`src/pcpc_pkg.sv`:
```
// Package: promotion control packet layout, message coding and link sizes
package pcpc_pkg;
  localparam int          PCPC_ADDR_W         = 48;
  localparam int          PCPC_COST_W         = 8;
  localparam int          PCPC_NSID_W         = 8;
  localparam int          PCPC_RQ_W           = 3;
  localparam int          PCPC_TIME_W         = 3;
  localparam int          PCPC_RESV_W         = 4;
  localparam int          PCPC_SHORT_BYTES    = 2;
  localparam int          PCPC_LONG_BYTES     = 11;
  localparam logic [7:0]  PCPC_NSID_NONE      = 8'hFF;
  localparam logic [3:0]  PCPC_CTYPE_PROMO    = 4'h3;
  localparam logic [3:0]  PCPC_CTYPE_BSI      = 4'h4;
  localparam logic [3:0]  PCPC_RESV_VALUE     = 4'h0;
  // Bit positions inside the first short-form byte
  localparam int          PCPC_POS_NEG        = 7;
  localparam int          PCPC_POS_RESV1      = 6;
  localparam int          PCPC_POS_RQ         = 3;
  localparam int          PCPC_POS_TIME       = 0;
  // Bit positions inside the capability byte
  localparam int          PCPC_POS_DC         = 3;
  localparam int          PCPC_POS_MC         = 2;
  localparam int          PCPC_POS_PRM        = 1;
  localparam int          PCPC_POS_ARQ        = 0;
  localparam int          PCPC_POS_CRESV      = 4;

  typedef enum logic [2:0] {
    PCPC_MSG_REQ_NODE,
    PCPC_MSG_REQ_BASE,
    PCPC_MSG_ACK,
    PCPC_MSG_REJECT,
    PCPC_MSG_DEM_NODE,
    PCPC_MSG_DEM_BASE,
    PCPC_MSG_INVALID
  } pcpc_msg_t;

  // Sort a message by direction, negative flag and new switch identifier
  function automatic pcpc_msg_t pcpc_classify(input logic       dn,
                                              input logic       neg,
                                              input logic [7:0] nsid);
    logic none;
    none = (nsid == PCPC_NSID_NONE);
    case ({dn, neg, none})
      3'b001:  pcpc_classify = PCPC_MSG_REQ_NODE;
      3'b100:  pcpc_classify = PCPC_MSG_REQ_BASE;
      3'b000:  pcpc_classify = PCPC_MSG_ACK;
      3'b111:  pcpc_classify = PCPC_MSG_REJECT;
      3'b010:  pcpc_classify = PCPC_MSG_DEM_NODE;
      3'b110:  pcpc_classify = PCPC_MSG_DEM_BASE;
      default: pcpc_classify = PCPC_MSG_INVALID;
    endcase
  endfunction : pcpc_classify
endpackage : pcpc_pkg

```
`src/pcpc_link_if.sv`:
```
// Interface: byte-serial promotion packet link between node and base MACs
`timescale 1ns/1ps
interface pcpc_link_if;
  // Uplink: node to base
  logic       up_valid;
  logic       up_first;
  logic       up_last;
  logic [7:0] up_byte;
  // Downlink: base to node
  logic       dn_valid;
  logic       dn_first;
  logic       dn_last;
  logic [7:0] dn_byte;

  modport node_end (
    output up_valid, up_first, up_last, up_byte,
    input  dn_valid, dn_first, dn_last, dn_byte
  );
  modport base_end (
    input  up_valid, up_first, up_last, up_byte,
    output dn_valid, dn_first, dn_last, dn_byte
  );
endinterface : pcpc_link_if

```
`src/pcpc_node_end.sv`:
```
// Service node end: builds uplink promotion packets, decodes downlink ones
//
// Summary of operation
// - Node request carries 48-bit requester address
// - Node request carries 8-bit uplink cost
// - Node request carries 8-bit downlink cost
// - Four reserved capability bits sent as zero
// - Direct switch flag reflects capability
// - Multicast flag reflects capability
// - Robustness management flag reflects capability
// - Retransmit buffering flag reflects capability
// - Uplink, positive, identifier FF is node request
// - Positive below FF: accept, base request, ack
// - Downlink negative FF is base reject
// - Uplink negative below FF demotes node
// - Downlink negative below FF demotes node
// - Beacon slot packet only for switches
// - Negative flag set for reject or demote
// - Identifier is the newly assigned switch id
// - Base promotion message restarts keep-alive timer
//
// The byte-serial link framing with first and last flags is this design's own decision.
`timescale 1ns/1ps
module pcpc_node_end
  import pcpc_pkg::*;
(
  input  wire logic                   ref_clk,
  input  wire logic                   rst_n,
  pcpc_link_if.node_end               link,
  input  wire logic                   send_req,
  input  wire pcpc_msg_t              send_kind,
  input  wire logic [PCPC_RQ_W-1:0]   send_rq,
  input  wire logic [PCPC_TIME_W-1:0] send_time,
  input  wire logic [7:0]             send_nsid,
  input  wire logic [PCPC_ADDR_W-1:0] send_need_addr,
  input  wire logic [PCPC_COST_W-1:0] send_up_cost,
  input  wire logic [PCPC_COST_W-1:0] send_dn_cost,
  input  wire logic                   cap_direct,
  input  wire logic                   cap_multicast,
  input  wire logic                   cap_robust,
  input  wire logic                   cap_retransmit,
  output logic                        send_busy,
  output logic                        promoted,
  output logic [7:0]                  switch_ident,
  output logic                        keepalive_restart,
  output logic [PCPC_TIME_W-1:0]      keepalive_code,
  output logic                        rx_msg_valid,
  output pcpc_msg_t                   rx_msg_kind,
  output logic                        rx_discard
);
  localparam int BW = PCPC_LONG_BYTES * 8;

  // Transmit state
  logic [BW-1:0] tx_sh_reg, tx_sh_next;
  logic [3:0]    tx_cnt_reg, tx_cnt_next;
  logic          tx_v_reg, tx_v_next, tx_f_reg, tx_f_next, tx_l_reg, tx_l_next;
  logic [7:0]    tx_b_reg, tx_b_next;

  // Packet builder; only the node request takes the long form
  always_comb begin
    logic neg;
    logic [7:0] b0;
    logic [7:0] cap;
    neg = (send_kind == PCPC_MSG_DEM_NODE);
    b0  = '0;
    b0[PCPC_POS_NEG] = neg;
    b0[PCPC_POS_RESV1] = 1'b0;
    b0[PCPC_POS_RQ +: PCPC_RQ_W] = send_rq;
    b0[PCPC_POS_TIME +: PCPC_TIME_W] = send_time;
    cap = '0;
    cap[PCPC_POS_CRESV +: PCPC_RESV_W] = PCPC_RESV_VALUE;
    cap[PCPC_POS_DC]  = cap_direct;
    cap[PCPC_POS_MC]  = cap_multicast;
    cap[PCPC_POS_PRM] = cap_robust;
    cap[PCPC_POS_ARQ] = cap_retransmit;
    tx_sh_next  = tx_sh_reg;
    tx_cnt_next = tx_cnt_reg;
    tx_v_next = 1'b0;
    tx_f_next = 1'b0;
    tx_l_next = 1'b0;
    tx_b_next = tx_b_reg;
    if (tx_cnt_reg != 4'h0) begin
      tx_v_next = 1'b1;
      tx_b_next = tx_sh_reg[BW-1 -: 8];
      tx_l_next = (tx_cnt_reg == 4'h1);
      tx_sh_next = {tx_sh_reg[BW-9:0], 8'h00};
      tx_cnt_next = tx_cnt_reg - 4'h1;
    end else if (send_req) begin
      tx_v_next = 1'b1;
      tx_f_next = 1'b1;
      tx_b_next = b0;
      if (send_kind == PCPC_MSG_REQ_NODE) begin
        // Identifier FF marks a node-originated request; bytes leave
        // from the top, so the spare low byte only pads the register
        tx_sh_next = {PCPC_NSID_NONE, send_need_addr,
                      send_up_cost, send_dn_cost, cap, 8'h00};
        tx_cnt_next = 4'(PCPC_LONG_BYTES - 1);
      end else begin
        tx_sh_next = {send_nsid, {(BW-8){1'b0}}};
        tx_cnt_next = 4'(PCPC_SHORT_BYTES - 1);
      end
    end
  end

  always_ff @(posedge ref_clk or negedge rst_n) begin
    if (!rst_n) begin
      tx_sh_reg  <= '0;
      tx_cnt_reg <= 4'h0;
      tx_v_reg   <= 1'b0;
      tx_f_reg   <= 1'b0;
      tx_l_reg   <= 1'b0;
      tx_b_reg   <= 8'h00;
    end else begin
      tx_sh_reg  <= tx_sh_next;
      tx_cnt_reg <= tx_cnt_next;
      tx_v_reg   <= tx_v_next;
      tx_f_reg   <= tx_f_next;
      tx_l_reg   <= tx_l_next;
      tx_b_reg   <= tx_b_next;
    end
  end

  assign link.up_valid = tx_v_reg;
  assign link.up_first = tx_f_reg;
  assign link.up_last  = tx_l_reg;
  assign link.up_byte  = tx_b_reg;

  // Busy is registered from the next byte count and valid; a request is ignored only while the count is nonzero
  logic busy_reg;
  always_ff @(posedge ref_clk or negedge rst_n) begin
    if (!rst_n) busy_reg <= 1'b0;
    else        busy_reg <= (tx_cnt_next != 4'h0) || tx_v_next;
  end
  assign send_busy = busy_reg;

  // Receive state: downlink short packets only
  logic [7:0]      rx_b0_reg, rx_b0_next;
  logic            rx_wait_reg, rx_wait_next;
  logic            prom_reg, prom_next;
  logic [7:0]      sid_reg, sid_next;
  logic            ka_reg, ka_next;
  logic [2:0]      kac_reg, kac_next;
  logic            mv_reg, mv_next, disc_reg, disc_next;
  pcpc_msg_t       mk_reg, mk_next;

  // Decode downlink messages and update promotion state
  always_comb begin
    pcpc_msg_t k;
    k = PCPC_MSG_INVALID;
    rx_b0_next = rx_b0_reg;
    rx_wait_next = rx_wait_reg;
    prom_next = prom_reg;
    sid_next = sid_reg;
    ka_next = 1'b0;
    kac_next = kac_reg;
    mv_next = 1'b0;
    disc_next = 1'b0;
    mk_next = mk_reg;
    // A demotion the node sends with an identifier below FF is taken as its own demotion; a
    // downlink decode in the same cycle below still wins
    if (send_req && tx_cnt_reg == 4'h0 &&
        send_kind == PCPC_MSG_DEM_NODE &&
        send_nsid != PCPC_NSID_NONE) begin
      prom_next = 1'b0;
    end
    if (link.dn_valid && link.dn_first) begin
      rx_b0_next = link.dn_byte;
      rx_wait_next = !link.dn_last;
    end else if (link.dn_valid && rx_wait_reg) begin
      rx_wait_next = 1'b0;
      k = pcpc_classify(1'b1, rx_b0_reg[PCPC_POS_NEG], link.dn_byte);
      case (k)
        PCPC_MSG_REQ_BASE: begin
          prom_next = 1'b1;
          sid_next = link.dn_byte;
          ka_next = 1'b1;
          kac_next = rx_b0_reg[PCPC_POS_TIME +: PCPC_TIME_W];
        end
        PCPC_MSG_REJECT:   prom_next = 1'b0;
        PCPC_MSG_DEM_BASE: prom_next = 1'b0;
        default: ;
      endcase
      if (k == PCPC_MSG_INVALID) begin
        disc_next = 1'b1;
      end else begin
        mv_next = 1'b1;
        mk_next = k;
      end
    end
  end

  always_ff @(posedge ref_clk or negedge rst_n) begin
    if (!rst_n) begin
      rx_b0_reg <= 8'h00;
      rx_wait_reg <= 1'b0;
      prom_reg <= 1'b0;
      sid_reg <= PCPC_NSID_NONE;
      ka_reg <= 1'b0;
      kac_reg <= '0;
      mv_reg <= 1'b0;
      disc_reg <= 1'b0;
      mk_reg <= PCPC_MSG_INVALID;
    end else begin
      rx_b0_reg <= rx_b0_next;
      rx_wait_reg <= rx_wait_next;
      prom_reg <= prom_next;
      sid_reg <= sid_next;
      ka_reg <= ka_next;
      kac_reg <= kac_next;
      mv_reg <= mv_next;
      disc_reg <= disc_next;
      mk_reg <= mk_next;
    end
  end

  // Status outputs come straight from their registers
  assign promoted          = prom_reg;
  assign switch_ident      = sid_reg;
  assign keepalive_restart = ka_reg;
  assign keepalive_code    = kac_reg;
  assign rx_msg_valid      = mv_reg;
  assign rx_msg_kind       = mk_reg;
  assign rx_discard        = disc_reg;
endmodule : pcpc_node_end

```
`src/flat_wrapper.sv`:
```
// flat-port wrapper written by rule: the top's interface ports become plain ports
module pcpc_node_end_flat import pcpc_pkg::*;
  (ref_clk, rst_n, send_req, send_kind, send_rq, send_time, send_nsid, send_need_addr, send_up_cost, send_dn_cost, cap_direct, cap_multicast, cap_robust, cap_retransmit, send_busy, promoted, switch_ident, keepalive_restart, keepalive_code, rx_msg_valid, rx_msg_kind, rx_discard, link_up_valid, link_up_first, link_up_last, link_up_byte, link_dn_valid, link_dn_first, link_dn_last, link_dn_byte);
  pcpc_link_if link_i ();
  input  wire logic ref_clk;
  input  wire logic rst_n;
  input  wire logic send_req;
  input  wire pcpc_msg_t send_kind;
  input  wire logic [PCPC_RQ_W-1:0] send_rq;
  input  wire logic [PCPC_TIME_W-1:0] send_time;
  input  wire logic [7:0] send_nsid;
  input  wire logic [PCPC_ADDR_W-1:0] send_need_addr;
  input  wire logic [PCPC_COST_W-1:0] send_up_cost;
  input  wire logic [PCPC_COST_W-1:0] send_dn_cost;
  input  wire logic cap_direct;
  input  wire logic cap_multicast;
  input  wire logic cap_robust;
  input  wire logic cap_retransmit;
  output logic send_busy;
  output logic promoted;
  output logic [7:0] switch_ident;
  output logic keepalive_restart;
  output logic [PCPC_TIME_W-1:0] keepalive_code;
  output logic rx_msg_valid;
  output pcpc_msg_t rx_msg_kind;
  output logic rx_discard;
  output wire logic [$bits(link_i.up_valid)-1:0] link_up_valid;
  output wire logic [$bits(link_i.up_first)-1:0] link_up_first;
  output wire logic [$bits(link_i.up_last)-1:0] link_up_last;
  output wire logic [$bits(link_i.up_byte)-1:0] link_up_byte;
  input wire logic [$bits(link_i.dn_valid)-1:0] link_dn_valid;
  input wire logic [$bits(link_i.dn_first)-1:0] link_dn_first;
  input wire logic [$bits(link_i.dn_last)-1:0] link_dn_last;
  input wire logic [$bits(link_i.dn_byte)-1:0] link_dn_byte;
  assign link_up_valid = link_i.up_valid;
  assign link_up_first = link_i.up_first;
  assign link_up_last = link_i.up_last;
  assign link_up_byte = link_i.up_byte;
  assign link_i.dn_valid = link_dn_valid;
  assign link_i.dn_first = link_dn_first;
  assign link_i.dn_last = link_dn_last;
  assign link_i.dn_byte = link_dn_byte;
  pcpc_node_end u_core (.ref_clk(ref_clk), .rst_n(rst_n), .link(link_i), .send_req(send_req), .send_kind(send_kind), .send_rq(send_rq), .send_time(send_time), .send_nsid(send_nsid), .send_need_addr(send_need_addr), .send_up_cost(send_up_cost), .send_dn_cost(send_dn_cost), .cap_direct(cap_direct), .cap_multicast(cap_multicast), .cap_robust(cap_robust), .cap_retransmit(cap_retransmit), .send_busy(send_busy), .promoted(promoted), .switch_ident(switch_ident), .keepalive_restart(keepalive_restart), .keepalive_code(keepalive_code), .rx_msg_valid(rx_msg_valid), .rx_msg_kind(rx_msg_kind), .rx_discard(rx_discard));
endmodule
```
`config.mk`:
```
export PLATFORM = sky130hd
export DESIGN_NAME = pcpc_node_end_flat
export DESIGN_NICKNAME = d
export VERILOG_FILES = /design/src/pcpc_pkg.sv /design/src/pcpc_link_if.sv /design/src/pcpc_node_end.sv /design/src/flat_wrapper.sv
export SDC_FILE = /design/constraint.sdc
export NUM_CORES = 1
export LEC_CHECK = 0
export BUFFER_PORTS_ARGS = -buffer_cell sky130_fd_sc_hd__buf_2
export CAP_MARGIN = 10
export CORE_AREA = 5 5 112 114
export CTS_CLUSTER_DIAMETER = 120
export DETAILED_ROUTE_END_ITERATION = 6
export DIE_AREA = 0 0 117 119
export HOLD_SLACK_MARGIN = 0.02
export PLACE_DENSITY = 0.69
export SKIP_CTS_REPAIR_TIMING = 1
export SYNTH_ARGS = -nofsm -noshare
export SYNTH_HDL_FRONTEND = slang
export SYNTH_SLANG_ARGS = --single-unit
```
`constraint.sdc`:
```
create_clock -name ref_clk -period 2.5 [get_ports ref_clk]
set_input_delay 0.25 -clock ref_clk [delete_from_list [all_inputs] [get_ports ref_clk]]
set_output_delay 0.25 -clock ref_clk [all_outputs]
set_load 0.005 [all_outputs]
```
# --- After elaboration in Yosys (flattened, before gate mapping) ---
# Index checks and enable logic that the tools add are counted.
# W data, S select, Z words.
classes:
  add_sub_neg: 1
  eq_ne: 10
  n_mux: 30
  bitwise_logic: 2
  n_reduce_logical: 17
op_table:
  columns: ["operator", "count"]
  rows:
  - ["$mux W88", 3]
  - ["$mux W1", 18]
  - ["$mux W8", 2]
  - ["$mux W4", 3]
  - ["$eq A3 B3 Y1 const B", 3]
  - ["$pmux W3 S3", 1]
  - ["$eq A8 B8 Y1 const B", 1]
  - ["$ne A8 B8 Y1 const B", 1]
  - ["$reduce_bool A4 Y1", 2]
  - ["$mux W3", 2]
  - ["$reduce_and A3 Y1", 2]
  - ["$logic_and A1 B1 Y1", 5]
  - ["$eq A2 B2 Y1 const B", 2]
  - ["$eq A4 B1 Y1 const B", 1]
  - ["$logic_not A4 Y1", 1]
  - ["$reduce_bool A2 Y1", 2]
  - ["$sub A4 B1 Y4 const B", 1]
  - ["$eq A3 B1 Y1 const B", 1]
  - ["$eq A3 B2 Y1 const B", 1]
  - ["$logic_not A3 Y1", 1]
  - ["$logic_not A2 Y1", 1]
  - ["$not A1 Y1", 2]
  - ["$pmux W1 S2", 1]
  - ["$reduce_or A2 Y1", 1]
  - ["other kinds (2)", 2]
totals:
  register_bits: 131
  in_bits: 99
  output_inout_bits: 30
  elab_cells: 76

# --- Depth between registers and ports, before layout ---
depth:
  word_depth: 10
  mapped_depth: 8

# --- Least setup slack after synthesis ---
# Ideal clock, no wire load.
synth_path:
  path_type: "register -> register"
  from: "register u_core.tx_cnt_reg[0]"
  to: "register u_core.tx_sh_reg[19]"
  setup_ns: 0.127
  arrival_ns: 1.608
  slack_ns: 0.765
  path_stages_with_launch: 8
  synth_period_minus_slack_ns: 1.735
  cell_sequence: "dfrtp_1 > inv_1 > ha_1 > or3b_1 > buf_2 > buf_2 > a221oi_1 > nor2_1"
synth_via:
  elab_chain_len: 2
  elab_cells_between_ends: 3
synth_rtl:
  columns: ["element", "line_no", "text"]
  rows:
  - ["from (decl)", "pcpc_node_end.sv:55", "logic [3:0] tx_cnt_reg, tx_cnt_next;"]
  - ["from (signal assigned)", "pcpc_node_end.sv:115", "tx_cnt_reg <= tx_cnt_next;"]
  - ["$reduce_bool A4 Y1 *", "pcpc_node_end.sv:82", "if (tx_cnt_reg != 4'h0) begin"]
  - ["$mux W88 / $reduce_bool A2 Y1 (equally long branches)", null, null]
  - ["to (signal assigned)", "pcpc_node_end.sv:114", "tx_sh_reg <= tx_sh_next;"]
  - ["to (decl)", "pcpc_node_end.sv:54", "logic [BW-1:0] tx_sh_reg, tx_sh_next;"]
# Every way passes the cells marked *; elsewhere a longest branch is shown, timed or not.
# A chain may end at the register's enable or synchronous reset.

# --- Worst setup path in the final report ---
layout_path:
  from: "register u_core.tx_cnt_reg[0]"
  to: "register u_core.tx_sh_reg[65]"
# The elaborated chain is that of the path after synthesis.

==> run_results.csv <==
group,metric,value,unit
final_layout,multi_input_area,1910,um2
power,power,0.00720,W
final_layout,largest_register_ff_count,76,
grt,grt_start_max_net_pins,80,
routing,wirelength,12.5,mm
final_layout,antenna_cells,0,
sta,fin_crit_sh,87.3,%
logic_synthesis,ys_ff_latch,115,
sta,drv_slew,0,
routing,dr_total_vias,4056,
routing,dr.pass1.iters,5,
grt,grt-ovfl-total,0,
cts,clock-sinks,115,
cts,htree_levels,4,
cts,clock_latency,0.40,ns
die,coreArea,11300,um2
critical_path,start_kind,"register",
final_layout,layout-drive-gt1-share,35.0,%
power,power.density,1130,nW/um2
grt,grt_pass1_wl,20.4,mm
cts,clk_pin_slew,0.06,ns
critical_path,crit_start,"u_core.tx_cnt_reg[0]$_DFF_PN0_",
grt,antenna_found_initial,2,
routing,vias_per_cell,5.48,
run_status,status,"complete, no violations",
routing,ant_nets,0,
critical_path,setup.worst_path.class,"register to register",
grt,grt_pass1_vias,4208,
sta,worst_slew_pin_slew,0.699,ns
die,fp.dieW,117,um
final_layout,fillCellCount,1035,
critical_path,critPathArrivalTime,2.46,ns
grt,grt_util_all_layers,18.2,%
logic_synthesis,ys_seq_area_share,57.3,%
die,die_h,119,um
sta,hold_violations,0,
sta,fmax,0.458,GHz
routing,drcViolationCount,0,
die,rows,39,
sta,setup_viol,0,
final_layout,nets,690,
logic_synthesis,synth_cell_type_count,37,
die,die_area,13900,um2
logic_synthesis,syn_inst,463,
cts,cts_tree,"yes",
min_path,hold_path_startpoint,"link_dn_last",
power,peakVddDrop,0.475,mV
sta,fin_crit,2.18,ns
sta,fin_setup_tns,0,ns
critical_path,path_max_fanout,48,
final_layout,area_delta_synth_final,25.8,%
final_layout,seqCellArea,2890,um2
routing,wire_per_inst,16.8,um
die,initial_core_util,44.6,%
placement,io_buffers,128,
logic_synthesis,synth.avg_cell_area,10.9,um2
final_layout,fin_util,56.1,%
flow_run,max_cap_violations,0,
sta,fin_skew,0.0110,ns
cts,cts_buffer_depth,2,
critical_path,worstReg2RegStart,"u_core.tx_cnt_reg[0]$_DFF_PN0_",
placement,gp_congestion,0.783,
sta,rsz0062_at_grt,"false",
logic_synthesis,yosysWarnings,0,
routing,dr.first_iter.drc_count,269,
cts,cts_root_buf,"clkbuf_16",
logic_synthesis,syn_nets,568,
cts,cts_buffers,17,
critical_path,cp-end-kind,"register",
logic_synthesis,syn_area,5040,um2
min_path,hold_path_class,"input pin to register",
die,io_pins,129,
power,leakage,3.07,nW
placement,place_hpwl,8.34,mm
sta,max-slew-margin-rel,53.1,%
critical_path,required,2.78,ns
-- worst paths after layout --
kind | to | slack [ns] | depth (start not counted)
min | u_core.rx_wait_reg$_DFFE_PN0P_ | 0.06 | 2
max reg2reg | u_core.tx_sh_reg[65]$_DFFE_PN0P_ | 0.32 | 6
min in group asynchronous | u_core.keepalive_restart$_DFF_PN0_ | 0.36 | 2
max | u_core.tx_sh_reg[65]$_DFFE_PN0P_ | 0.32 | 6
max in group asynchronous | u_core.tx_sh_reg[52]$_DFFE_PN0P_ | 1.35 | 3
min reg2reg | u_core.rx_msg_kind[2]$_DFFE_PN1P_ | 0.47 | 2
-- power by group --
part           switching [W]  internal, W
sequential          0.000400      0.00261
clock               0.000848      0.00138
combinational        0.00109     0.000865
-- cell usage in the layout, fill, tap and decap left out, types with 2 or more instances in the layout --
cell / count
clkbuf_16: 17
inv_1: 8
nand4_1: 5
mux2i_1: 10
clkinv_4: 3
and3_1: 2
buf_12: 5
nor2_1: 131
dfrtp_1: 105
nand2_1: 21
a22oi_1: 8
o21ai_0: 11
ha_1: 6
o22ai_1: 9
dfstp_2: 10
nor3b_1: 2
nor3_1: 2
a221oi_1: 53
mux2_2: 16
o21ai_1: 5
a221oi_2: 7
buf_2: 127
clkinvlp_4: 5
buf_4: 5
nand3_1: 2
clkinv_2: 4
-- through the flow --
stage | setup WS [ns] | cells | hold slack (ns) | cell area (um2)
2_1_floorplan | 0.765 | 463 | -0.0456 | 5040
3_3_place_gp | 0.473 | 708 | 0.236 | 5780
3_5_place_dp | 0.373 | 708 | 0.247 | 5780
4_1_cts | 0.314 | 739 | -0.187 | 6340
5_1_grt | 0.136 | 740 | 0.0531 | 6350
6_report | 0.318 | 740 | 0.0555 | 6350
-- logic make-up (layout without fill, tap and decap cells) --
logic type      Yosys count  in the layout  synth area share (%)
mux                      26             26                  5.56
compound gates           99             99                  16.1
simple gates            173            173                  14.5
flops                   115            115                  57.3
buf+inv                  44            178                  5.03
fa+ha+maj                 6              6                  1.49
-- critical path, stage by stage, from the launching register on --
cell,delay [ns]
dfrtp_1,0.41
inv_1,0.11
ha_1,0.25
or3b_4,0.64
buf_4,0.28
a221oi_1,0.27
nor2_1,0.08
-- area by class of cell --
type / count / area share, %
flip-flops and latches: 115 / 45.5
multi-input cells: 304 / 30.1
repair buffers: 138 / 12.3
clock buffers: 18 / 6.92
well taps: 143 / 2.82
clock inverters: 13 / 1.79
inverters: 9 / 0.532
-- Yosys cell counts, drive strengths merged --
master	count	area share, %
o211ai	1	0.15
o21ai	16	1.6
nor4b	1	0.47
a221oi	60	11
nand4	5	0.62
or3b	1	0.17
nand4b	1	0.17
a22oi	8	1.2
mux2	16	3.6
ha	6	1.5
a21oi	1	0.099
a31o	1	0.17
clkbuf	13	0.97
and2b	1	0.15
dfrtp	105	52
nand3	2	0.20
buf	22	3.4
o31ai	1	0.25
or2	1	0.12
a31oi	1	0.12
and3	2	0.25
dfstp	10	5.2
nor2	131	9.7
o22ai	9	1.1
nand3b	1	0.15
o21a	1	0.15
nand2	21	1.6
mux2i	10	2.0
nor3	2	0.20
inv	9	0.67
and4bb	1	0.25
nor3b	3	0.45
-- metal layers --
| layer | GRT usage [%] | routed length (um) |
|---|---|---|
| met5 | 0 | 21 |
| met4 | 5.09 | 123 |
| met3 | 5.73 | 893 |
| met2 | 28.8 | 6070 |
| met1 | 24.2 | 5350 |
No activity file was read; power rests on OpenSTA's default activity.
